## src/asr_pkg.sv

```systemverilog
package asr_pkg;
  // geometry of the memory outside
  localparam int ADDR_W = 17;  // address lines
  localparam int DATA_W = 8;   // data lines
  localparam int WORDS  = 131072;
  // clock figures
  localparam int CLK_PERIOD_NS = 25;
  // time in which the device must stay deselected after power returns
  localparam int REC_PD_MS     = 5;
  localparam int REC_PD_CYCLES = (REC_PD_MS * 1000000) / CLK_PERIOD_NS;
  // least deselect lead before power drops (zero, one cycle kept anyway)
  localparam int SU_PD_NS      = 0;
  // timer loads in clock cycles for one access; each phase lasts one cycle more
  localparam int SETUP_CYC     = 1;  // address stable before strobe
  localparam int STROBE_CYC    = 4;  // strobe low time, 5 cycles, 125 ns
  localparam int ACCESS_CYC    = 6;  // read access, gate low 7 cycles, 175 ns
  localparam int CNT_W         = 24;
  localparam logic [CNT_W-1:0] CNT_ZERO = 24'h00_0000;
  localparam logic [DATA_W-1:0] DATA_ZERO = 8'h00;
  localparam logic [ADDR_W-1:0] ADDR_ZERO = 17'h0_0000;
  // controller states
  typedef enum logic [2:0] {
    ASR_RECOVER = 3'b000,
    ASR_IDLE    = 3'b001,
    ASR_SETUP   = 3'b010,
    ASR_WSTROBE = 3'b011,
    ASR_WEND    = 3'b100,
    ASR_READ    = 3'b101,
    ASR_DOWN    = 3'b110
  } asr_state_t;
endpackage

```

## src/asr_timer.sv

```systemverilog
// down counter for phase lengths
module asr_timer
  import asr_pkg::*;
(
  // clock and control
  input  wire logic             sys_clk,
  input  wire logic             rst_n,
  input  wire logic             clk_en,
  // load a count, run to zero
  input  wire logic             load,
  input  wire logic [CNT_W-1:0] load_val,
  output      logic             done
);
  // state of the counter
  typedef struct packed {
    logic [CNT_W-1:0] cnt;
  } asr_tmr_t;
  asr_tmr_t st_reg;
  asr_tmr_t st_next;

  // next count
  always_comb
  begin
    st_next = st_reg;
    if (load)
    begin
      st_next.cnt = load_val;
    end
    else if (st_reg.cnt != CNT_ZERO)
    begin
      st_next.cnt = st_reg.cnt - 24'h00_0001;
    end
  end

  // register with synchronous reset
  always_ff @(posedge sys_clk)
  begin
    if (!rst_n)
    begin
      st_reg <= '0;
    end
    else if (clk_en)
    begin
      st_reg <= st_next;
    end
  end

  // zero means phase over
  assign done = (st_reg.cnt == CNT_ZERO);
endmodule

```

## src/asr_ctrl.sv

```systemverilog
module asr_ctrl
  import asr_pkg::*;
#(
  parameter int REC_CYCLES = REC_PD_CYCLES  // power-up recovery count
)
(
  // clock, reset, enable
  input  wire logic              sys_clk,
  input  wire logic              rst_n,
  input  wire logic              clk_en,
  // user request side
  input  wire logic              req_valid,
  input  wire logic              req_write,
  input  wire logic [ADDR_W-1:0] req_addr,
  input  wire logic [DATA_W-1:0] req_wdata,
  output      logic              req_ready,
  output      logic              rd_valid,
  output      logic [DATA_W-1:0] rd_data,
  // power sequencing
  input  wire logic              pwr_down_req,
  input  wire logic              pwr_good,
  output      logic              pwr_off_ok,
  // memory pins
  output      logic [ADDR_W-1:0] mem_addr,
  output      logic              select_low_primary_n,
  output      logic              select_high_secondary,
  output      logic              store_n,
  output      logic              out_gate_n,
  input  wire logic [DATA_W-1:0] dq_in,
  output      logic [DATA_W-1:0] dq_out,
  output      logic              dq_oe_n
);
  // all state in one record
  typedef struct packed {
    asr_state_t        state;
    logic [ADDR_W-1:0] addr;
    logic [DATA_W-1:0] wdata;
    logic [DATA_W-1:0] rdata;
    logic              sel_n;
    logic              sel_h;
    logic              we_n;
    logic              oe_n;
    logic              dq_oe_n;
    logic              write;
    logic              rvalid;
    logic              ready;
    logic              off_ok;
    logic              armed;    // recovery count started since reset
  } asr_ctl_t;
  asr_ctl_t st_reg;
  asr_ctl_t st_next;

  // timer handshake
  logic             tmr_load;   // start a phase
  logic [CNT_W-1:0] tmr_val;    // phase length
  logic             tmr_done;   // phase over

  asr_timer u_timer (
    .sys_clk  (sys_clk),
    .rst_n    (rst_n),
    .clk_en   (clk_en),
    .load     (tmr_load),
    .load_val (tmr_val),
    .done     (tmr_done)
  );

  // next-state logic
  always_comb
  begin
    st_next        = st_reg;
    tmr_load       = 1'b0;
    tmr_val        = CNT_ZERO;
    st_next.rvalid = 1'b0;
    unique case (st_reg.state)
      // after reset or power return: stay deselected
      ASR_RECOVER:
      begin
        st_next.sel_n = 1'b1;
        st_next.sel_h = 1'b0;
        if (!pwr_good || !st_reg.armed)
        begin
          // timer idles at zero after reset, so start the count here
          st_next.armed = 1'b1;
          tmr_load      = 1'b1;
          tmr_val       = CNT_W'(REC_CYCLES);
        end
        else if (tmr_done && !pwr_down_req)
        begin
          st_next.state = ASR_IDLE;
          st_next.ready = 1'b1;
        end
      end
      // waiting for a request
      ASR_IDLE:
      begin
        if (pwr_down_req || !pwr_good)
        begin
          // deselect before the supply may drop
          st_next.sel_n  = 1'b1;
          st_next.sel_h  = 1'b0;
          st_next.ready  = 1'b0;
          st_next.state  = ASR_DOWN;
        end
        else if (req_valid)
        begin
          // address set while still deselected
          st_next.addr  = req_addr;
          st_next.wdata = req_wdata;
          st_next.write = req_write;
          st_next.ready = 1'b0;
          st_next.state = ASR_SETUP;
          tmr_load      = 1'b1;
          tmr_val       = CNT_W'(SETUP_CYC);
        end
      end
      // select with address stable
      ASR_SETUP:
      begin
        if (tmr_done)
        begin
          st_next.sel_n = 1'b0;
          st_next.sel_h = 1'b1;
          tmr_load      = 1'b1;
          if (st_reg.write)
          begin
            // strobe falls with select, gate high: outputs stay off
            st_next.we_n    = 1'b0;
            st_next.oe_n    = 1'b1;
            st_next.dq_oe_n = 1'b0;
            tmr_val         = CNT_W'(STROBE_CYC);
            st_next.state   = ASR_WSTROBE;
          end
          else
          begin
            // read: strobe high, gate low, our drivers off
            st_next.we_n    = 1'b1;
            st_next.oe_n    = 1'b0;
            st_next.dq_oe_n = 1'b1;
            tmr_val         = CNT_W'(ACCESS_CYC);
            st_next.state   = ASR_READ;
          end
        end
      end
      // write strobe low, data held
      ASR_WSTROBE:
      begin
        if (tmr_done)
        begin
          // strobe rises first: data latched here
          st_next.we_n  = 1'b1;
          st_next.state = ASR_WEND;
        end
      end
      // deselect and release data on the same edge, address held
      ASR_WEND:
      begin
        st_next.sel_n   = 1'b1;
        st_next.sel_h   = 1'b0;
        st_next.dq_oe_n = 1'b1;
        st_next.ready   = 1'b1;
        st_next.state   = ASR_IDLE;
      end
      // read access
      ASR_READ:
      begin
        if (tmr_done)
        begin
          st_next.rdata  = dq_in;
          st_next.rvalid = 1'b1;
          st_next.oe_n   = 1'b1;
          st_next.sel_n  = 1'b1;
          st_next.sel_h  = 1'b0;
          st_next.ready  = 1'b1;
          st_next.state  = ASR_IDLE;
        end
      end
      // deselected, supply may be cut
      ASR_DOWN:
      begin
        st_next.off_ok = 1'b1;
        if (!pwr_down_req && pwr_good)
        begin
          st_next.off_ok = 1'b0;
          st_next.state  = ASR_RECOVER;
          tmr_load       = 1'b1;
          tmr_val        = CNT_W'(REC_CYCLES);
        end
      end
      default:
      begin
        st_next.state = ASR_RECOVER;
      end
    endcase
  end

  // state register
  always_ff @(posedge sys_clk)
  begin
    if (!rst_n)
    begin
      st_reg         <= '0;
      st_reg.state   <= ASR_RECOVER;
      st_reg.addr    <= ADDR_ZERO;
      st_reg.sel_n   <= 1'b1;
      st_reg.we_n    <= 1'b1;
      st_reg.oe_n    <= 1'b1;
      st_reg.dq_oe_n <= 1'b1;
    end
    else if (clk_en)
    begin
      st_reg <= st_next;
    end
  end

  // outputs straight from the record
  assign mem_addr              = st_reg.addr;
  assign select_low_primary_n  = st_reg.sel_n;
  assign select_high_secondary = st_reg.sel_h;
  assign store_n               = st_reg.we_n;
  assign out_gate_n            = st_reg.oe_n;
  assign dq_out                = st_reg.wdata;
  assign dq_oe_n               = st_reg.dq_oe_n;
  assign req_ready             = st_reg.ready;
  assign rd_valid              = st_reg.rvalid;
  assign rd_data               = st_reg.rdata;
  assign pwr_off_ok            = st_reg.off_ok;

  // checks
  logic sel_act;
  assign sel_act = !st_reg.sel_n && st_reg.sel_h;

  AST_NO_WR_DESEL: assert property (@(posedge sys_clk) disable iff (!rst_n)
    !sel_act |-> st_reg.we_n)
    else $error("strobe low while deselected");
  AST_WR_GATE_HIGH: assert property (@(posedge sys_clk) disable iff (!rst_n)
    !st_reg.we_n |-> st_reg.oe_n && !st_reg.dq_oe_n)
    else $error("gate low during write");
  AST_NO_CONTENTION: assert property (@(posedge sys_clk) disable iff (!rst_n)
    (!st_reg.oe_n && sel_act) |-> st_reg.dq_oe_n)
    else $error("bus driven during read");
  AST_ADDR_HOLD: assert property (@(posedge sys_clk) disable iff (!rst_n)
    (sel_act && $past(sel_act) && clk_en) |-> $stable(st_reg.addr))
    else $error("address moved while selected");
  AST_STROBE_FIRST: assert property (@(posedge sys_clk) disable iff (!rst_n)
    $rose(st_reg.we_n) && clk_en |-> sel_act)
    else $error("select left before strobe");
  AST_WR_LEN: assert property (@(posedge sys_clk) disable iff (!rst_n)
    $fell(st_reg.we_n) |-> !st_reg.we_n [*4])
    else $error("write strobe too short");
  AST_DOWN_DESEL: assert property (@(posedge sys_clk) disable iff (!rst_n)
    st_reg.off_ok |-> st_reg.sel_n && !st_reg.sel_h)
    else $error("power off while selected");
  AST_RECOVER: assert property (@(posedge sys_clk) disable iff (!rst_n)
    st_reg.state == ASR_RECOVER |-> !sel_act && !st_reg.ready)
    else $error("selected during recovery");
  AST_READ_MODE: assert property (@(posedge sys_clk) disable iff (!rst_n)
    st_reg.state == ASR_READ |-> st_reg.we_n && !st_reg.oe_n && sel_act)
    else $error("bad read pins");
  COV_WRITE: cover property (@(posedge sys_clk) st_reg.state == ASR_WEND);
  COV_READ:  cover property (@(posedge sys_clk) rd_valid);
  COV_DOWN:  cover property (@(posedge sys_clk) st_reg.off_ok);
endmodule

```

## config.mk

```make
export PLATFORM = sky130hd
export DESIGN_NAME = asr_ctrl
export DESIGN_NICKNAME = d
export VERILOG_FILES = /design/src/asr_pkg.sv /design/src/asr_timer.sv /design/src/asr_ctrl.sv
export SDC_FILE = /design/constraint.sdc
export NUM_CORES = 1
export LEC_CHECK = 0
export BUFFER_PORTS_ARGS = -buffer_cell sky130_fd_sc_hd__buf_4
export CAP_MARGIN = 20
export CORE_MARGIN = 10
export CORE_UTILIZATION = 60
export CTS_BUF_LIST = sky130_fd_sc_hd__clkbuf_8
export DETAILED_ROUTE_END_ITERATION = 16
export PLACE_DENSITY = 0.87
export SLEW_MARGIN = 30
export SYNTH_ARGS = -nofsm -noshare
export SYNTH_HDL_FRONTEND = slang
export SYNTH_SLANG_ARGS = --single-unit
```

## constraint.sdc

```tcl
create_clock -name sys_clk -period 3.4 [get_ports sys_clk]
set_clock_uncertainty 0.15 [all_clocks]
set_input_delay 0 -clock sys_clk [delete_from_list [all_inputs] [get_ports sys_clk]]
set_output_delay 0 -clock sys_clk [all_outputs]
set_load 0.02 [all_outputs]
```

* Word level (Yosys, flattened, before mapping)
Cells that the tools add are included.
Operators by class: multiply operators 0, bitwise gates (word level) 1, $lt $le $gt $ge 0, reductions and logical operators 28, shift operators 0, equal/unequal tests 14, divide/modulo/power cells 0, multiplexer cells 42, add/sub/neg operators 1
Operators by type and width (number):
- $mux 24 | 4
- $pmux 24 s4 | 1
- $mux 18 | 2
- $mux 28 | 1
- $mux 3 | 9
- $logic_not 24->1 | 1
- $reduce_bool 24->1 | 1
- $sub 24x1->24 const B | 1
- $pmux 3 s7 | 1
- $ne 2x2->1 const B | 7
- $mux 1 | 13
- $reduce_and 4->1 | 3
- $eq 3x3->1 const B | 3
- $reduce_and 3->1 | 3
- $mux 2 | 4
- $pmux 1 s4 | 2
- $pmux 2 s4 | 1
- $reduce_and 8->1 | 1
- $reduce_bool 2->1 | 4
- $reduce_bool 4->1 | 2
- $eq 3x2->1 const B | 2
- $pmux 1 s2 | 3
- $reduce_and 6->1 | 1
- $mux 5 | 1
- other kinds (10) | 15
Storage, ports and cells: memories kept 0, logic and storage cells 101, bits in registers 70, input port bits 40, latch bits 0, RAM bits 0, memory bits (read-only) 0, output and inout bits 41

* Longest topological paths before layout
word-level depth 6, mapped depth 10, depth with buffers taken out 8

* By module
A second synthesis with hierarchy kept.
Second synthesis, totals: cells, all modules 467, area total of the unflattened synthesis 3868.7 um2
Modules (own cells, without submodules):
- asr_ctrl | times used 1, sequential area each 920.9 um2, cells an instance 233, area each 2178.3 um2
- asr_timer | times used 1, sequential area each 480.5 um2, cells an instance 234, area each 1690.4 um2

* Worst setup path after synthesis
Ideal clock, no wire load.
path kind reg2reg, start reg u_timer.st_reg[19] (netlist name), end reg u_timer.st_reg[19] (netlist name), required time 3.133 ns, buffers on the path 2, arrival time 1.930 ns, setup time 0.117 ns, cell stages (with the launch flop) 9, clock period less this slack 2.197 ns, setup slack 1.203 ns, cell sequence dfxtp_1 > nor4_2 > nand4_1 > or4b_1 > buf_2 > buf_6 > nand4_1 > xor2_1 > nor2_1
On the way: cells in the longest elaborated chain, start to end 5, elaborated cells on any way between the ends 9, those cells by class 1 x add/sub; 4 x mux; 4 x reduce/logical
RTL lines:
- start, declared | RTL line asr_timer.sv:18 | asr_tmr_t st_reg;
- start signal, assigned | RTL line asr_timer.sv:44 | st_reg <= st_next;
- parallel branches: the longest is 5 deep, another holds $sub 24x1->24
Several ways; the timed one is not identified. The select of a mux whose other input is x is not followed. A chain may end at the register's enable or synchronous reset.

* Worst setup path after layout
start reg u_timer.st_reg[9] (netlist name), end reg st_reg, in the netlist rd_data[0]
On the way: cells in the longest elaborated chain, start to end 2
RTL lines:
- $logic_not 24->1 | RTL line asr_timer.sv:49 | assign done = (st_reg.cnt == CNT_ZERO);
- $reduce_and 3->1 (no line)
- end signal, assigned | RTL line asr_ctrl.sv:211 | st_reg <= st_next;
- end, declared | RTL line asr_ctrl.sv:50 | asr_ctl_t st_reg;
Every way passes these cells.

==> impl_metrics.env <==
export IMPL_status="completed"
export IMPL_dieArea_um2=9460
export IMPL_ys_warn_count=0
export IMPL_synth_main_ff_cell="dfxtp_1"
export IMPL_grt_start_max_net_pins=60
export IMPL_grt_pass1_wl_um=17000
export IMPL_syn_nets=483
export IMPL_period_minus_slack_ns=2.75
export IMPL_dp_final_hpwl_um=6210
export IMPL_cts_sinks=70
export IMPL_postCtsSetupRepairBufs=0
export IMPL_ys_seq_area_frac=0.391
export IMPL_first_global_vias=3253
export IMPL_r2r_end="rd_data[0]"
export IMPL_ys_seq_elements=70
export IMPL_final_cell_area_um2=4520
export IMPL_syn_area_um2=3580
export IMPL_avgRoutedWirePerCell_um=17.6
export IMPL_tns_ns=0
export IMPL_min_path_cells=5
export IMPL_r2r_cells=6
export IMPL_hp_start="pwr_good"
export IMPL_critPathMaxFanout=9
export IMPL_grt_ovfl_total=0
export IMPL_place_gp_congestion=0.927
export IMPL_rows=28
export IMPL_final_nets=560
export IMPL_floorplan_initialDensity=0.612
export IMPL_vdd_drop_max_mv=0.281
export IMPL_crit_arrival_ns=2.83
export IMPL_drtIter0Drc=304
export IMPL_relSlewSlack=0.387
export IMPL_core_area_um2=5850
export IMPL_first_pass_iters=5
export IMPL_drive_gt1_frac=0.207
export IMPL_ctsResizeCount=0
export IMPL_hold_end="st_reg[43]"
export IMPL_placed_cell_area_um2=3970
export IMPL_required_ns=3.48
export IMPL_hold_ws_ns=0.0487
export IMPL_antenna_found_initial=0
export IMPL_fin_ws_ns=0.655
export IMPL_cap_violations=0
export IMPL_drc_errors=0
export IMPL_vias=3523
export IMPL_cts_root_buf="clkbuf_8"
export IMPL_syn_to_final_growth_pct=26.2
export IMPL_path_class="flop to flop"
export IMPL_rsz0062_at_grt="false"
export IMPL_largest_register_ffs=24
export IMPL_wl_um=10500
export IMPL_synth_edff_count=0
export IMPL_cts_buffer_depth=2
export IMPL_finalHoldViolCount=0
export IMPL_syn_instance_count=441
export IMPL_end_kind="flop"
export IMPL_rr_startpoint="u_timer.st_reg[9]"
export IMPL_io_buffers=80
export IMPL_max_freq_mhz=364
export IMPL_die_y_um=97.3
export IMPL_cts_tree="yes"
export IMPL_finalMaxSlewViolations=0
export IMPL_max_slew_worst_pin_slew_ns=0.920
export IMPL_cts_buffers=9
export IMPL_ant_nets=0
export IMPL_synthArstFlopShare=0
export IMPL_drt_vias_per_instance=5.89
export IMPL_hp_class="input port to flop"
export IMPL_leakagePower_nw=1.92
export IMPL_fin_crit_sh=0.807
export IMPL_ioPinCount=81
export IMPL_start_kind="flop"
export IMPL_setup_viol=0
export IMPL_synth_distinct_cells=54
export IMPL_clkTransAtPathRegs_ns=0.08
export IMPL_utilization=0.773
export IMPL_insertion_delay_ns=0.34
export IMPL_place_ws_ns=0.724
export IMPL_die_w_um=97.3
export IMPL_holdBufCountCts=39
export IMPL_syn_area_per_cell_um2=8.13
export IMPL_track_usage=0.214
export IMPL_rrSetupSlack_ns=0.65
export IMPL_power_density_nw_per_um2=381
export IMPL_ctsHtreeMaxLevel=3
export IMPL_n_antenna_cell=0
-- metal layers --
metal | vias up | global-route usage | wire, um
met4 | 0 | 0.0783 | 204
met3 | 21 | 0.0569 | 929
li1 | 1647 | - | -
met1 | 1672 | 0.261 | 4340
met5 | - | 0 | 0
met2 | 183 | 0.355 | 5040
-- worst max-delay path by stage --
stage / start / endpoint / slack [ns] / cells past startpoint
floorplan: u_timer.st_reg[19] / u_timer.st_reg[19] / 1.20 / 8
global placement: u_timer.st_reg[12] / u_timer.st_reg[17] / 0.79 / 6
detailed placement: u_timer.st_reg[9] / u_timer.st_reg[17] / 0.72 / 6
CTS: u_timer.st_reg[9] / u_timer.st_reg[17] / 0.73 / 6
global route: u_timer.st_reg[9] / rd_data[5] / 0.51 / 6
finish: u_timer.st_reg[9] / rd_data[0] / 0.65 / 6
-- power by group --
| group | total [mW] | internal [mW] | switching, mW |
|---|---|---|---|
| sequential | 0.859 | 0.838 | 0.0209 |
| clock | 0.583 | 0.259 | 0.324 |
| combinational | 0.282 | 0.133 | 0.149 |
| total | 1.72 | 1.23 | 0.495 |
-- worst max-delay path, stage by stage (launching register included) --
cell and delay [ns]:
dfxtp_1 0.35, nor3_2 0.42, nand2_1 0.23, nor3_4 0.37
nand4_1 0.61, mux2i_1 0.42, nor2b_1 0.08
-- layout by cell type, fill, tap and decap left out, types with 7 or more instances in the layout --
cell,count
dfxtp_1,70
a21boi_1,21
dlygate4sd3_1,39
o21ai_1,10
mux2i_1,11
xor2_1,13
nand2_1,81
a21oi_1,14
nor3_1,7
nor2_1,31
o21ai_0,8
inv_1,7
nor2b_1,12
buf_4,86
clkbuf_8,9
nand4_1,14
-- kinds of logic after synthesis --
family / count (synthesis) / synth area share
buffers and inverters: 65 / 0.106
adder cells (fa/ha/maj): 2 / 0.00698
AO/OA/AOI/OAI: 97 / 0.183
multiplexers: 11 / 0.0307
XOR/XNOR: 14 / 0.0342
flip-flops: 70 / 0.391
AND/OR/NAND/NOR: 182 / 0.249
-- per-stage QoR --
| step | cells | power, mW |
|---|---|---|
| after CTS | 598 | 1.72 |
| after detailed placement | 543 | 1.12 |
| after global placement | 543 | 1.11 |
| final | 598 | 1.72 |
| after global routing | 598 | 1.80 |
| after floorplan | 441 | 1.04 |
-- Yosys cell counts (2+ instances only) --
library cell	number	area, um2
nor4_1	6	37.5
inv_1	6	22.5
buf_2	3	15.0
a21boi_1	21	158
ha_1	2	25.0
and3_1	2	12.5
buf_4	33	248
o21ai_0	8	40.0
dfxtp_1	70	1400
xor2_1	13	114
nand3_1	5	25.0
o211ai_1	2	15.0
nor2b_1	12	75.1
a21o_1	4	30.0
nand4_1	14	87.6
a21boi_0	6	45.0
a31oi_1	4	25.0
o31ai_1	4	30.0
or3_1	4	25.0
nor2_1	31	116
or2_1	3	18.8
o22ai_1	5	31.3
clkbuf_1	19	71.3
buf_1	3	11.3
nand2b_1	2	12.5
nand4b_1	3	26.3
o21ai_1	10	50.1
a32o_1	2	20.0
o21a_1	6	45.0
nor3_2	3	30.0
nor3b_1	2	15.0
a311oi_1	2	17.5
nand2_1	81	304
a21oi_1	14	70.1
nor3_1	7	35.0
mux2i_1	11	110
-- layout make-up --
cell class                      instances  area [um2]
Inverter                                6        22.5
Tap cell                               75        93.8
Fill cell                             366        1330
Clock buffer                            9         124
Clock inverter                          7        42.5
Multi-Input combinational cell        306        1800
Timing Repair Buffer                  125        1040
Sequential cell                        70        1400
(Power assumes the default switching activity.)
